<file path="src/pkg/idq_pkg.sv">
// Package: port offsets, index codes, field positions, timing counts
// Assumes a 100 MHz local bus clock
package idq_pkg;
    // Port offsets from the board base
    localparam logic [1:0] PORT_INDEX = 2'h0;
    localparam logic [1:0] PORT_CTRL = 2'h1;
    localparam logic [1:0] PORT_LSB = 2'h2;
    localparam logic [1:0] PORT_MSB = 2'h3;
    // Index codes
    localparam logic [7:0] IDX_ADC = 8'h00;
    localparam logic [7:0] IDX_MUX = 8'h01;
    localparam logic [7:0] IDX_ANALOG_OUT_A = 8'h02;
    localparam logic [7:0] IDX_ANALOG_OUT_B = 8'h03;
    localparam logic [7:0] IDX_CT0 = 8'h04;
    localparam logic [7:0] IDX_CT1 = 8'h05;
    localparam logic [7:0] IDX_CT2 = 8'h06;
    localparam logic [7:0] IDX_CTCTL = 8'h07;
    localparam logic [7:0] IDX_CTCLR = 8'h08;
    localparam logic [7:0] IDX_DIOCFG = 8'h09;
    localparam logic [7:0] IDX_DIOLO = 8'h0a;
    localparam logic [7:0] IDX_DIOHI = 8'h0b;
    localparam logic [7:0] IDX_USER_IND = 8'h80;
    localparam logic [7:0] IDX_BOARD_IDENTIFICATION = 8'h81;
    // Field positions
    localparam int STAT_ADC_RDY = 0;
    localparam int STAT_CT_RDY = 1;
    localparam int USER_IND_BIT = 0;
    localparam int MUX_W = 4;
    localparam int ADC_W = 12;
    localparam int DIO_W = 16;
    // Reset values
    localparam logic [7:0] INDEX_RST = 8'h00;
    localparam logic [3:0] DIOCFG_RST = 4'h0;
    localparam logic [11:0] DAC_RST = 12'h000;
    // Arbitrary neutral board identification value
    localparam logic [7:0] BOARD_IDENTIFICATION_VAL = 8'h5a;
    // Timing
    localparam int CLK_PERIOD_NS = 10;
    localparam int TRIG_MIN_NS = 250;
    localparam int TRIG_MIN_CYC = (TRIG_MIN_NS + CLK_PERIOD_NS - 1)
        / CLK_PERIOD_NS;
endpackage

</file>
<file path="src/pkg/idq_bus_if.sv">
// Interface: decoded register strobes from the bus front end
// Assumes one clock domain
`timescale 1ns/100ps
interface idq_bus_if;
    logic wr;
    logic rd;
    logic [1:0] port;
    logic [7:0] index;
    logic [7:0] wdata;
    modport front (output wr, output rd, output port, output index,
        output wdata);
    modport core (input wr, input rd, input port, input index,
        input wdata);
endinterface

</file>
<file path="src/verilog/idq_bus_front.sv">
// Bus front end: holds the index register, passes decoded strobes
// Assumes byte-wide read/write strobes synchronous to ref_clk_i
`timescale 1ns/100ps
module idq_bus_front
    import idq_pkg::*;
(
    // Clock and reset
    input wire logic ref_clk_i,
    input wire logic rst_i,
    // Local bus
    input wire logic wr_i,
    input wire logic rd_i,
    input wire logic [1:0] addr_i,
    input wire logic [7:0] wdata_i,
    // Decoded strobes
    idq_bus_if.front bus
);
    logic [7:0] index_r;

    always_ff @(posedge ref_clk_i or posedge rst_i) begin
        if (rst_i) begin
            index_r <= INDEX_RST;
        end else if (wr_i && addr_i == PORT_INDEX) begin
            index_r <= wdata_i; // RQ1
        end
    end

    assign bus.wr = wr_i;
    assign bus.rd = rd_i;
    assign bus.port = addr_i;
    assign bus.index = index_r;
    assign bus.wdata = wdata_i;
endmodule // idq_bus_front

</file>
<file path="src/verilog/idq_trig_filter.sv">
// Trigger qualifier: one start per low pulse of at least MIN_CYC cycles on a trigger input
// Assumes input synchronous to ref_clk_i
`timescale 1ns/100ps
module idq_trig_filter
    import idq_pkg::*;
#(
    parameter int MIN_CYC = TRIG_MIN_CYC
) (
    // Clock and reset
    input wire logic ref_clk_i,
    input wire logic rst_i,
    // Trigger
    input wire logic enable_i,
    input wire logic level_n_i,
    output logic start_o
);
    logic [7:0] low_cnt_r;
    logic fired_r;

    // Count low time; fire once after the minimum width
    always_ff @(posedge ref_clk_i or posedge rst_i) begin
        if (rst_i) begin
            low_cnt_r <= 8'h00;
            fired_r <= 1'b0;
        end else if (level_n_i || !enable_i) begin
            low_cnt_r <= 8'h00;
            fired_r <= 1'b0;
        end else begin
            if (low_cnt_r != 8'hff) begin
                low_cnt_r <= low_cnt_r + 8'h01;
            end
            if (low_cnt_r == 8'(MIN_CYC - 1)) begin
                fired_r <= 1'b1;
            end
        end
    end

    assign start_o = enable_i && !level_n_i && !fired_r
        && low_cnt_r == 8'(MIN_CYC - 1); // RQ14
endmodule // idq_trig_filter

</file>
<file path="src/verilog/idq_daq_ctrl.sv">
// Indexed control logic for a data-acquisition card
// Assumes a bridge local bus with byte strobes, one clock, board straps
// Operation
// RQ1: Index written at base port selects register for the next port.
// RQ2: Index 80 bit 0 turns the user indicator off or on.
// RQ3: Index 81 read returns a fixed board identification byte.
// RQ4: One interrupt output shared by ADC done and counter 1 output.
// RQ5: Counter interrupt stays pending until a write with index 8.
// RQ6: Status bit 1 reads 0 after counter 1 rises; clear sets it.
// RQ7: ADC interrupt clears on high-byte result access.
// RQ8: Hold 12-bit result; mux channel from index 1 low bits.
// RQ9: Three strap-enabled conversion start sources.
// RQ10: Write to index 0 at control port starts one conversion.
// RQ11: Software waits about 50 us after changing the mux.
// RQ12: Status bit 0 reads 0 after conversion until high-byte read.
// RQ13: Result low nibble at third port, high byte at fourth.
// RQ14: Low hardware and timer triggers start a conversion.
// RQ15: Software reads old result within 6 us of a new trigger.
// RQ16: DAC load via index 2 or 3, low then high port.
// RQ17: DAC low nibble taken from written bits 4-7.
// RQ18: Sixteen I/O lines in four nibbles with own direction.
// RQ19: Index 9 bits 0-3: 0 output, 1 input per nibble.
// RQ20: Index 0A and 0B read present line levels.
// RQ21: At reset each nibble drives its strap level.
// RQ22: Three 16-bit counters; channel 0 triggers, channel 1 interrupts.
// RQ23: Counter 0 is used in mode 2 by software.
// RQ24: Strap selects counter 0 clock: channel 2 output or 1 MHz.
// RQ25: Channel 2 rising edges 250 ns to 6 us apart.
// RQ26: Four port decode; unused indices read zero, ignore writes.
`timescale 1ns/100ps
module idq_daq_ctrl
    import idq_pkg::*;
#(
    parameter int MIN_TRIG_CYC = TRIG_MIN_CYC
) (
    // Clock and reset
    input wire logic ref_clk_i,
    input wire logic rst_i,
    // Bridge local bus
    input wire logic wr_i,
    input wire logic rd_i,
    input wire logic [1:0] addr_i,
    input wire logic [7:0] wdata_i,
    output logic [7:0] rdata_o,
    // Interrupt
    output logic irq_o,
    // Straps
    input wire logic [2:0] adc_trigger_straps_i,
    input wire logic [3:0] dio_reset_straps_i,
    input wire logic counter0_clock_strap_i,
    // ADC converter
    output logic adc_start_o,
    input wire logic adc_done_i,
    input wire logic [11:0] adc_data_i,
    output logic [3:0] mux_sel_o,
    input wire logic ext_convert_n_i,
    // DAC
    output logic [11:0] analog_out_a_o,
    output logic [11:0] analog_out_b_o,
    // Digital I/O
    input wire logic [15:0] dio_i,
    output logic [15:0] dio_o,
    output logic [15:0] dio_oe_o,
    // Counter/timer core
    output logic ct_wr_o,
    output logic ct_rd_o,
    output logic [1:0] ct_sel_o,
    output logic [7:0] ct_wdata_o,
    input wire logic [7:0] ct_rdata_i,
    output logic ct0_clk_sel_o,
    input wire logic counter0_output_i,
    input wire logic counter1_output_i,
    // Indicator
    output logic user_ind_o
);
    idq_bus_if bus ();

    logic [11:0] adc_r;
    logic adc_pend_r;
    logic ct_pend_r;
    logic ct1_d_r;
    logic [3:0] mux_r;
    logic [3:0] dac_lo_a_r;
    logic [3:0] dac_lo_b_r;
    logic [11:0] dac_a_r;
    logic [11:0] dac_b_r;
    logic [3:0] diocfg_r;
    logic [15:0] dio_out_r;
    logic strap_load_r;
    logic user_ind_r;
    logic [7:0] rdata_r;
    logic adc_start_r;
    logic hw_start;
    logic tmr_start;
    logic sw_start;

    idq_bus_front u_front (
        .ref_clk_i(ref_clk_i),
        .rst_i(rst_i),
        .wr_i(wr_i),
        .rd_i(rd_i),
        .addr_i(addr_i),
        .wdata_i(wdata_i),
        .bus(bus)
    );

    function automatic logic acc(input logic [1:0] p, input logic [7:0] i);
        acc = bus.port == p && bus.index == i;
    endfunction

    // Strap bit per nibble, widened to its four lines
    function automatic logic [15:0] strap_lvl(input logic [3:0] s);
        strap_lvl = 16'h0000;
        for (int n = 0; n < 4; n++) begin
            strap_lvl[n*4 +: 4] = {4{s[n]}};
        end
    endfunction

    // Start sources
    assign sw_start = adc_trigger_straps_i[0] && bus.wr
        && acc(PORT_CTRL, IDX_ADC); // RQ10

    idq_trig_filter #(.MIN_CYC(MIN_TRIG_CYC)) u_hw_trig (
        .ref_clk_i(ref_clk_i),
        .rst_i(rst_i),
        .enable_i(adc_trigger_straps_i[1]),
        .level_n_i(ext_convert_n_i),
        .start_o(hw_start)
    );

    idq_trig_filter #(.MIN_CYC(MIN_TRIG_CYC)) u_tmr_trig (
        .ref_clk_i(ref_clk_i),
        .rst_i(rst_i),
        .enable_i(adc_trigger_straps_i[2]),
        .level_n_i(counter0_output_i), // RQ22
        .start_o(tmr_start)
    );

    always_ff @(posedge ref_clk_i or posedge rst_i) begin
        if (rst_i) begin
            adc_start_r <= 1'b0;
        end else begin
            adc_start_r <= sw_start || hw_start || tmr_start; // RQ9
        end
    end

    // Result capture and ADC pending flag; completion wins over clear
    always_ff @(posedge ref_clk_i or posedge rst_i) begin
        if (rst_i) begin
            adc_r <= 12'h000;
            adc_pend_r <= 1'b0;
        end else if (adc_done_i) begin
            adc_r <= adc_data_i; // RQ8
            adc_pend_r <= 1'b1; // RQ12
        end else if ((bus.rd || bus.wr) && acc(PORT_MSB, IDX_ADC)) begin
            adc_pend_r <= 1'b0; // RQ7
        end
    end

    // Counter 1 rising edge latches pending; set wins over clear
    always_ff @(posedge ref_clk_i or posedge rst_i) begin
        if (rst_i) begin
            ct1_d_r <= 1'b0;
            ct_pend_r <= 1'b0;
        end else begin
            ct1_d_r <= counter1_output_i;
            if (counter1_output_i && !ct1_d_r) begin
                ct_pend_r <= 1'b1; // RQ6
            end else if (bus.wr && acc(PORT_CTRL, IDX_CTCLR)) begin
                ct_pend_r <= 1'b0; // RQ5
            end
        end
    end

    assign irq_o = adc_pend_r || ct_pend_r; // RQ4

    // Mux select
    always_ff @(posedge ref_clk_i or posedge rst_i) begin
        if (rst_i) begin
            mux_r <= 4'h0;
        end else if (bus.wr && acc(PORT_CTRL, IDX_MUX)) begin
            mux_r <= bus.wdata[MUX_W-1:0]; // RQ8
        end
    end

    // DAC registers: low nibble held, loaded with the high byte
    always_ff @(posedge ref_clk_i or posedge rst_i) begin
        if (rst_i) begin
            dac_lo_a_r <= 4'h0;
            dac_lo_b_r <= 4'h0;
            dac_a_r <= DAC_RST;
            dac_b_r <= DAC_RST;
        end else if (bus.wr) begin
            if (acc(PORT_LSB, IDX_ANALOG_OUT_A)) begin
                dac_lo_a_r <= bus.wdata[7:4]; // RQ17
            end
            if (acc(PORT_LSB, IDX_ANALOG_OUT_B)) begin
                dac_lo_b_r <= bus.wdata[7:4]; // RQ17
            end
            if (acc(PORT_MSB, IDX_ANALOG_OUT_A)) begin
                dac_a_r <= {bus.wdata, dac_lo_a_r}; // RQ16
            end
            if (acc(PORT_MSB, IDX_ANALOG_OUT_B)) begin
                dac_b_r <= {bus.wdata, dac_lo_b_r}; // RQ16
            end
        end
    end

    // Digital I/O direction and output latch
    always_ff @(posedge ref_clk_i or posedge rst_i) begin
        if (rst_i) begin
            diocfg_r <= DIOCFG_RST;
        end else if (bus.wr && acc(PORT_CTRL, IDX_DIOCFG)) begin
            diocfg_r <= bus.wdata[3:0]; // RQ19
        end
    end

    // Strap levels are captured on the first edge after reset release
    always_ff @(posedge ref_clk_i or posedge rst_i) begin
        if (rst_i) begin
            strap_load_r <= 1'b1;
            dio_out_r <= 16'h0000;
        end else if (strap_load_r) begin
            strap_load_r <= 1'b0;
            dio_out_r <= strap_lvl(dio_reset_straps_i); // RQ21
        end else if (bus.wr && acc(PORT_CTRL, IDX_DIOLO)) begin
            dio_out_r[7:0] <= bus.wdata;
        end else if (bus.wr && acc(PORT_CTRL, IDX_DIOHI)) begin
            dio_out_r[15:8] <= bus.wdata;
        end
    end

    always_comb begin
        for (int n = 0; n < 4; n++) begin
            dio_oe_o[n*4 +: 4] = {4{!diocfg_r[n]}}; // RQ18
        end
    end

    // Straps drive the lines through reset until the first edge
    assign dio_o = strap_load_r ? strap_lvl(dio_reset_straps_i)
        : dio_out_r; // RQ21

    // User indicator
    always_ff @(posedge ref_clk_i or posedge rst_i) begin
        if (rst_i) begin
            user_ind_r <= 1'b0;
        end else if (bus.wr && acc(PORT_CTRL, IDX_USER_IND)) begin
            user_ind_r <= bus.wdata[USER_IND_BIT]; // RQ2
        end
    end

    // Read data register, valid the cycle after the read strobe
    always_ff @(posedge ref_clk_i or posedge rst_i) begin
        if (rst_i) begin
            rdata_r <= 8'h00;
        end else if (bus.rd) begin
            rdata_r <= 8'h00; // RQ26
            if (bus.port == PORT_CTRL) begin
                unique case (bus.index)
                    IDX_ADC: begin
                        rdata_r <= {6'h00, !ct_pend_r, !adc_pend_r}; // RQ12
                    end
                    IDX_CT0, IDX_CT1, IDX_CT2: begin
                        rdata_r <= ct_rdata_i; // RQ22
                    end
                    IDX_DIOLO: begin
                        rdata_r <= dio_i[7:0]; // RQ20
                    end
                    IDX_DIOHI: begin
                        rdata_r <= dio_i[15:8]; // RQ20
                    end
                    IDX_BOARD_IDENTIFICATION: begin
                        rdata_r <= BOARD_IDENTIFICATION_VAL; // RQ3
                    end
                    default: begin
                        rdata_r <= 8'h00; // RQ26
                    end
                endcase
            end else if (acc(PORT_LSB, IDX_ADC)) begin
                rdata_r <= {4'h0, adc_r[3:0]}; // RQ13
            end else if (acc(PORT_MSB, IDX_ADC)) begin
                rdata_r <= adc_r[11:4]; // RQ13
            end
        end
    end

    // Counter core glue
    assign ct_sel_o = bus.index[1:0] == 2'h3 ? 2'h3 : bus.index[1:0] - 2'h0;
    assign ct_wr_o = bus.wr && bus.port == PORT_CTRL
        && (bus.index == IDX_CT0 || bus.index == IDX_CT1
        || bus.index == IDX_CT2 || bus.index == IDX_CTCTL);
    assign ct_rd_o = bus.rd && bus.port == PORT_CTRL
        && (bus.index == IDX_CT0 || bus.index == IDX_CT1
        || bus.index == IDX_CT2);
    assign ct_wdata_o = bus.wdata;
    assign ct0_clk_sel_o = counter0_clock_strap_i; // RQ24

    assign rdata_o = rdata_r;
    assign adc_start_o = adc_start_r;
    assign mux_sel_o = mux_r;
    assign analog_out_a_o = dac_a_r;
    assign analog_out_b_o = dac_b_r;
    assign user_ind_o = user_ind_r;
endmodule // idq_daq_ctrl

</file>
<file path="config.mk">
export PLATFORM = sky130hd
export DESIGN_NAME = idq_daq_ctrl
export DESIGN_NICKNAME = d
export VERILOG_FILES = /design/src/pkg/idq_pkg.sv /design/src/pkg/idq_bus_if.sv /design/src/verilog/idq_bus_front.sv /design/src/verilog/idq_trig_filter.sv /design/src/verilog/idq_daq_ctrl.sv
export SDC_FILE = /design/constraint.sdc
export NUM_CORES = 1
export LEC_CHECK = 0
export ABC_AREA = 1
export BUFFER_PORTS_ARGS = -buffer_cell sky130_fd_sc_hd__buf_2
export CORE_MARGIN = 5
export CORE_UTILIZATION = 40
export CTS_BUF_LIST = sky130_fd_sc_hd__clkbuf_4 sky130_fd_sc_hd__clkbuf_8 sky130_fd_sc_hd__clkbuf_16
export CTS_CLUSTER_DIAMETER = 50
export DETAILED_ROUTE_END_ITERATION = 12
export GPL_ROUTABILITY_DRIVEN = 0
export GPL_TIMING_DRIVEN = 0
export HOLD_SLACK_MARGIN = 0.12
export SYNTH_ARGS = -nofsm -noshare
export SYNTH_HDL_FRONTEND = slang
export SYNTH_SLANG_ARGS = --single-unit
</file>
<file path="constraint.sdc">
create_clock -name ref_clk_i -period 7.86 [get_ports ref_clk_i]
set_input_delay 1.179 -clock ref_clk_i [delete_from_list [all_inputs] [get_ports ref_clk_i]]
set_output_delay 1.179 -clock ref_clk_i [all_outputs]
set_load 0.005 [all_outputs]
</file>
==> flow_summary.ini, run 1 <==
[outcome]
run_status = completed

[cells_and_area]
filler_cell_count = 1289
multi_input_comb_area_um2 = 2050
most-common-layout-cells = sky130_fd_sc_hd__nand2_1 (147), sky130_fd_sc_hd__buf_2 (145), sky130_fd_sc_hd__dfrtp_1 (107), sky130_fd_sc_hd__inv_1 (61), sky130_fd_sc_hd__o21ai_0 (58)
sequential_standard_cell_area_um2 = 2700
mostFrequentLayoutCell = sky130_fd_sc_hd__nand2_1
final_layout_size_suffix_gt1_share_pct = 30.2
antenna_cells_inserted = 0
syn2layout_area_growth_pct = 24.2
fin_nets = 833

[global_route]
first_global_vias = 4502
grt-busiest-layer = met2
globalRouteMet2Util_pct = 28.4
grt_antenna_before_repair = 2
gr-usage-all-layers_pct = 17.7
grt_start_max_net_pins = 63
global_route.usage.met3_pct = 5.75
grt_pass1_wl_um = 22600
grt.met1_usage_pct = 23.1
global_route_overflow = 0

[floorplanning]
top_level_ports = 146
fp.dieH_um = 125
design.die.area_um2 = 15600
placementRows = 42
core_area_um2 = 13100
start_util_pct = 40.2
fp.dieW_um = 125

[setup_path]
required_ns = 6.68
worst_ep_arrival_time_ns = 2.32
critical_path.endpoint_type = primary output
rr_worst_depth = 11
startpoint_type = primary input
reg2reg_from = u_front.bus.index[7]$_DFFE_PP0P_
reg2reg_slack_ns = 6.14
critPathKind = in -> out
cpLargestDelayFamily = buffers and inverters
worstReg2RegEnd = rdata_o[3]$_DFFE_PP0P_
critical-path-slowest-cell = sky130_fd_sc_hd__clkinv_1
cp_max_fo = 10
max_stage_delay_ns = 0.39
critical_path_buf_inv_count = 3
path_cells = clkbuf_1 -> clkinv_1 -> nor3_1 -> buf_2

[worst_hold_path]
timing.hold.worst.start = ct1_d_r$_DFF_PP0_
hold_path_stages = 1
hold_path.class = reg -> reg
hold-path-endpoint = ct_pend_r$_DFFE_PP0P_

[drt]
average_detailed_routed_wire_length_per_instance_um = 14.3
drt_drc_violations_left = 0
routed_wl_um = 13600
drt-initial-drc-count = 304
first_pass_iters = 4
via_count = 4587
ant_nets = 0
vias_per_cell = 4.84

[sta]
rsz0062_at_grt = no
max_freq_mhz = 286
final.setup.tns_ns = 0
slew_headroom_pct = 58.8
finalCritPeriodShare_pct = 44.5
finalSetupViolations = 0
timing_max_transition_violations_final = 0
report.final.hold_viol_count = 0
setup_ws_ns = 4.36
worst_pin_slew_ns = 0.618
post-route-min-period_ns = 3.50
final_worst_clock_skew_ns = 0.00802

[cts]
cts-root-to-sink-buffers = 2
clock_tree_from_tritoncts = yes
cts_root_buf = sky130_fd_sc_hd__clkbuf_16
cts_hold_buffers = 0
tritoncts.num_buffers = 9
cts_num_sinks = 108
clock_tree.htree_level_count = 3
clkTransAtPathRegs_ns = 0.08
post_cts_setup_repair_buffer_count = 0
cts_resized = 0
clk-insertion-delay-late_ns = 0.35

[synthesis]
synth_top_cells_by_area = sky130_fd_sc_hd__dfrtp_1 (51%), sky130_fd_sc_hd__nand2_1 (10%), sky130_fd_sc_hd__o21ai_0 (5.5%)
yosysSeqAreaShare_pct = 51.4
synthFlopType = sky130_fd_sc_hd__dfrtp_1
postSynth.asyncResetShare_pct = 100
yosysTopAreaCellShare_pct = 50.9
synth-edff-count = 0
synth_cell_type_count = 39
syn_area_per_cell_um2 = 8.60
number_of_cells_produced_by_synthesis = 612
synth_seq_cells = 108
yosysWarningCount = 0
post-synth-top-area-cell = sky130_fd_sc_hd__dfrtp_1
synthesis.nets = 678
cell_area_after_synthesis_um2 = 5260

[power_and_ir_drop]
power-per-cell-area_nw_per_um2 = 199
ir_drop_mv = 0.127
p_leak_nw = 3.40

[placement]
hpwl_um = 10200
worst_slack_at_placement_ns = 4.33
port_buffers = 143

[flow_run]
max_cap_violations = 0
[final cells by class]
type | instances | area share, %
plain buffers | 38 | 3.88
clock inverters | 7 | 1.28
flip-flops and latches | 108 | 41.4
inverters | 69 | 4.00
repair buffers | 144 | 11.4
clock buffers | 9 | 3.44
well taps | 176 | 3.37
multi-input cells | 397 | 31.3
[cells in the mapped netlist (2+ instances only)]
master and count:
sky130_fd_sc_hd__o21ai_1 46, sky130_fd_sc_hd__a21oi_1 5, sky130_fd_sc_hd__dfrtp_1 107, sky130_fd_sc_hd__ha_1 4
sky130_fd_sc_hd__nand2_1 147, sky130_fd_sc_hd__mux2_2 12, sky130_fd_sc_hd__nand3_1 41, sky130_fd_sc_hd__nor2_1 33
sky130_fd_sc_hd__nand4_1 4, sky130_fd_sc_hd__nor4_1 2, sky130_fd_sc_hd__buf_4 21, sky130_fd_sc_hd__nor2_2 4
sky130_fd_sc_hd__nand2_2 7, sky130_fd_sc_hd__o21ai_0 58, sky130_fd_sc_hd__nor2_4 3, sky130_fd_sc_hd__buf_6 4
sky130_fd_sc_hd__inv_2 6, sky130_fd_sc_hd__mux2_4 8, sky130_fd_sc_hd__nor3_2 4, sky130_fd_sc_hd__a31oi_1 2
sky130_fd_sc_hd__clkbuf_1 10, sky130_fd_sc_hd__xor2_1 2, sky130_fd_sc_hd__buf_2 2, sky130_fd_sc_hd__nor3_1 4
sky130_fd_sc_hd__inv_1 62
[worst max-delay path by stage]
stage	depth (start not counted)	startpoint	slack, ns	endpoint
floorplan	1	rst_i	3.84	adc_pend_r$_DFFE_PP0P_
global placement	2	rst_i	2.57	dio_out_r[13]$_DFFE_PP0P_
finish	4	rd_i	4.36	ct_rd_o
global route	4	rd_i	4.18	ct_rd_o
CTS	4	rd_i	4.33	ct_rd_o
detailed placement	4	rd_i	4.33	ct_rd_o
[worst register-to-register path: stages (launching register included)]
cell and delay, ns:
sky130_fd_sc_hd__dfrtp_1 0.40, sky130_fd_sc_hd__nor2_1 0.15, sky130_fd_sc_hd__nand2_2 0.14, sky130_fd_sc_hd__inv_2 0.14, sky130_fd_sc_hd__nand2_1 0.11, sky130_fd_sc_hd__nor2_1 0.33, sky130_fd_sc_hd__nand2_1 0.09, sky130_fd_sc_hd__nand2_1 0.09
sky130_fd_sc_hd__inv_1 0.05, sky130_fd_sc_hd__nand2_1 0.06, sky130_fd_sc_hd__nand2_1 0.04, sky130_fd_sc_hd__nand2_1 0.07
[flip-flops by register name, indices dropped and copies added (netlist names), 4 cells and up]
register	cells
analog_out_b_o	12
dac_lo_a_r	4
diocfg_r	4
rdata_o	8
mux_sel_o	4
dac_lo_b_r	4
u_tmr_trig.low_cnt_r	8
analog_out_a_o	12
adc_r	12
dio_out_r	16
u_front.bus.index	8
u_hw_trig.low_cnt_r	8
[metrics by stage]
step | hold WS (ns) | total power (W) | instances | utilization, % | cell area [um^2]
floorplan | 0.392 | 0.000756 | 612 | - | 5260
global placement | 0.407 | 0.000837 | 931 | 47.4 | 6200
detailed placement | 0.426 | 0.000846 | 932 | 47.6 | 6230
CTS | 0.444 | 0.00132 | 948 | 50.0 | 6540
global route | 0.458 | 0.00137 | 948 | 50.0 | 6540
finish | 0.439 | 0.00130 | 948 | 50.0 | 6540
[report_power, final]
group	internal (W)	switching [W]	leakage (nW)
Sequential	0.000601	0.0000266	1.42
Clock	0.000253	0.000217	0.149
Combinational	0.0000864	0.000118	1.84
Total	0.000941	0.000362	3.40
[cells by family (layout without fill, tap and decap cells)]
| family | count (synthesis) | count (layout) | share of synthesized area (%) |
|---|---|---|---|
| other | 1 | 1 | 0.0712 |
| AO/OA/AOI/OAI | 118 | 118 | 11.7 |
| adder cells (fa/ha/maj) | 4 | 4 | 0.951 |
| XOR/XNOR | 3 | 3 | 0.499 |
| AND/OR/NAND/NOR | 250 | 250 | 20.7 |
| multiplexers | 21 | 21 | 5.04 |
| buffers and inverters | 107 | 267 | 9.75 |
| flip-flops | 108 | 108 | 51.4 |
[routing by layer]
layer	vias to the layer above	routed length, um
met2	131	6320
met4	4	211
met1	2147	6180
met3	24	858
met5	-	27
li1	2281	-
(Power assumes the default switching activity.)
==> run 2: changes to the inputs <==
PLACE_DENSITY = 0.66   (was not set)
clock period = 3.2 ns   (was 7.86 ns; I/O delays follow)
==> run 2 against run 1 <==
- register-to-register slack worse by 4.7 ns
- via count up 1.3%
- design area down 0.23%
- worst setup slack worse by 3.5 ns
- critical endpoint is now dio_o[2]
- largest power group unchanged
==> flow_summary.ini, run 2 (same netlist as run 1, synthesis figures left out) <==
[floorplanning]
fp.dieW_um = 125
core_area_um2 = 13100
design.die.area_um2 = 15600
top_level_ports = 146
fp.dieH_um = 125
start_util_pct = 40.2
placementRows = 42

[cells_and_area]
mostFrequentLayoutCell = sky130_fd_sc_hd__nand2_1
most-common-layout-cells = sky130_fd_sc_hd__nand2_1 (147), sky130_fd_sc_hd__buf_2 (145), sky130_fd_sc_hd__dfrtp_1 (107), sky130_fd_sc_hd__inv_1 (61), sky130_fd_sc_hd__o21ai_0 (58)
post-route-util_pct = 49.9
syn2layout_area_growth_pct = 23.9
fin_nets = 834
antenna_cells_inserted = 0
final_area_um2 = 6520
largest_reg_flops = 16
multi_input_comb_area_um2 = 2050
filler_cell_count = 1244
final_layout_size_suffix_gt1_share_pct = 30.3
sequential_standard_cell_area_um2 = 2700
regMostFlops = dio_out_r

[sta]
setup_ws_ns = 0.828
timing_max_transition_violations_final = 0
post-route-min-period_ns = 2.37
finalSetupViolations = 0
slew_headroom_pct = 60.3
max_freq_mhz = 422
worst_pin_slew_ns = 0.596
finalCritPeriodShare_pct = 74.1
rsz0062_at_grt = no
final_worst_clock_skew_ns = 0.0131
final.setup.tns_ns = 0
report.final.hold_viol_count = 0

[setup_path]
worstReg2RegEnd = rdata_o[3]$_DFFE_PP0P_
rr_worst_depth = 11
cp_max_fo = 10
path_cells = clkbuf_1 -> clkbuf_1 -> o21ai_0 -> buf_2
startpoint_type = register
reg2reg_slack_ns = 1.47
critical_path_buf_inv_count = 3
critPathKind = reg -> out
worst_ep_arrival_time_ns = 1.89
reg2reg_from = u_front.bus.index[4]$_DFFE_PP0P_
required_ns = 2.72
critical_path.endpoint_type = primary output
cpMostUsedCell = sky130_fd_sc_hd__clkbuf_1
critical-path-slowest-cell = sky130_fd_sc_hd__dfstp_2
max_stage_delay_ns = 0.52
cpLargestDelayFamily = buffers and inverters

[global_route]
grt_pass1_wl_um = 22100
grt_start_max_net_pins = 44
grt_antenna_before_repair = 2
global_route_overflow = 0
gr-usage-all-layers_pct = 17.3
first_global_vias = 4522

[cts]
cts_hold_buffers = 0
clkTransAtPathRegs_ns = 0.07
cts-root-to-sink-buffers = 2
cts_root_buf = sky130_fd_sc_hd__clkbuf_16
cts_num_sinks = 108
tritoncts.num_buffers = 9
clk-insertion-delay-late_ns = 0.35
post_cts_setup_repair_buffer_count = 0
cts_resized = 0
clock_tree.htree_level_count = 3
clock_tree_from_tritoncts = yes

[drt]
ant_nets = 0
average_detailed_routed_wire_length_per_instance_um = 14.3
first_pass_iters = 4
vias_per_cell = 4.89
drt-initial-drc-count = 275
routed_wl_um = 13600
drt_drc_violations_left = 0
via_count = 4645

[placement]
placement.cell_area_um2 = 6240
port_buffers = 143
worst_slack_at_placement_ns = 1.06
hpwl_um = 10200

[worst_hold_path]
hold_path.class = in -> async

[power_and_ir_drop]
p_leak_nw = 3.40
power-per-cell-area_nw_per_um2 = 476
ir_drop_mv = 0.259

[outcome]
run_status = completed

[flow_run]
max_cap_violations = 0
## run 2: cell count changes in the layout (fill, tap and decap cells not counted), sizes merged
cell | before | now
clkinv | 3 | 4
clkbuf | 19 | 20
bufinv | 1 | 0
inv | 71 | 70
buf | 172 | 173
## run 2: worst max path at each step
stage / start / endpoint / slack [ns] / cells after the start
2_1_floorplan: rst_i / adc_pend_r$_DFFE_PP0P_ / 1.42 / 1
3_3_place_gp: rst_i / dio_out_r[6]$_DFFE_PP0P_ / 0.74 / 2
3_5_place_dp: rd_i / ct_rd_o / 1.06 / 4
4_1_cts: strap_load_r$_DFF_PP1_ / dio_o[2] / 0.79 / 4
5_1_grt: strap_load_r$_DFF_PP1_ / dio_o[4] / 0.69 / 4
6_report: strap_load_r$_DFF_PP1_ / dio_o[2] / 0.83 / 4
## run 2: metrics by stage
step	hold WS [ns]	instances	power, W
CTS	0.204	949	0.00313
finish	0.196	949	0.00310
global route	0.235	949	0.00326
detailed placement	0.413	933	0.00208
floorplan	0.392	612	0.00186
global placement	0.407	931	0.00205
## run 2: report_power, final
part	switching [W]	internal, W
logic	0.000291	0.000214
registers	0.0000676	0.00148
clock network	0.000507	0.000547
## run 2: final cells by class
cell class / instances / share of cell area [%]
plain buffers: 38 / 3.89
clock buffers: 10 / 3.57
clock inverters: 6 / 0.729
inverters: 69 / 4.03
multi-input cells: 397 / 31.4
flip-flops and latches: 108 / 41.4
well taps: 176 / 3.38
repair buffers: 145 / 11.6
## run 2: worst reg2reg max path, stage by stage, from the launching register on
cell	delay (ns)
sky130_fd_sc_hd__dfrtp_1	0.39
sky130_fd_sc_hd__nor2_2	0.15
sky130_fd_sc_hd__nand2_2	0.13
sky130_fd_sc_hd__inv_2	0.14
sky130_fd_sc_hd__nand2_1	0.11
sky130_fd_sc_hd__nor2_1	0.30
sky130_fd_sc_hd__nand2_1	0.08
sky130_fd_sc_hd__nand2_1	0.10
sky130_fd_sc_hd__inv_1	0.06
sky130_fd_sc_hd__nand2_1	0.06
sky130_fd_sc_hd__nand2_1	0.04
sky130_fd_sc_hd__nand2_1	0.08
## run 2: metal layers
| metal | GRT usage (%) | wire length, um | vias to the layer above |
|---|---|---|---|
| li1 | - | - | 2271 |
| met4 | 5.54 | 252 | 4 |
| met3 | 4.12 | 753 | 22 |
| met1 | 22.9 | 6080 | 2205 |
| met2 | 28.0 | 6450 | 143 |
| met5 | 0 | 21 | - |
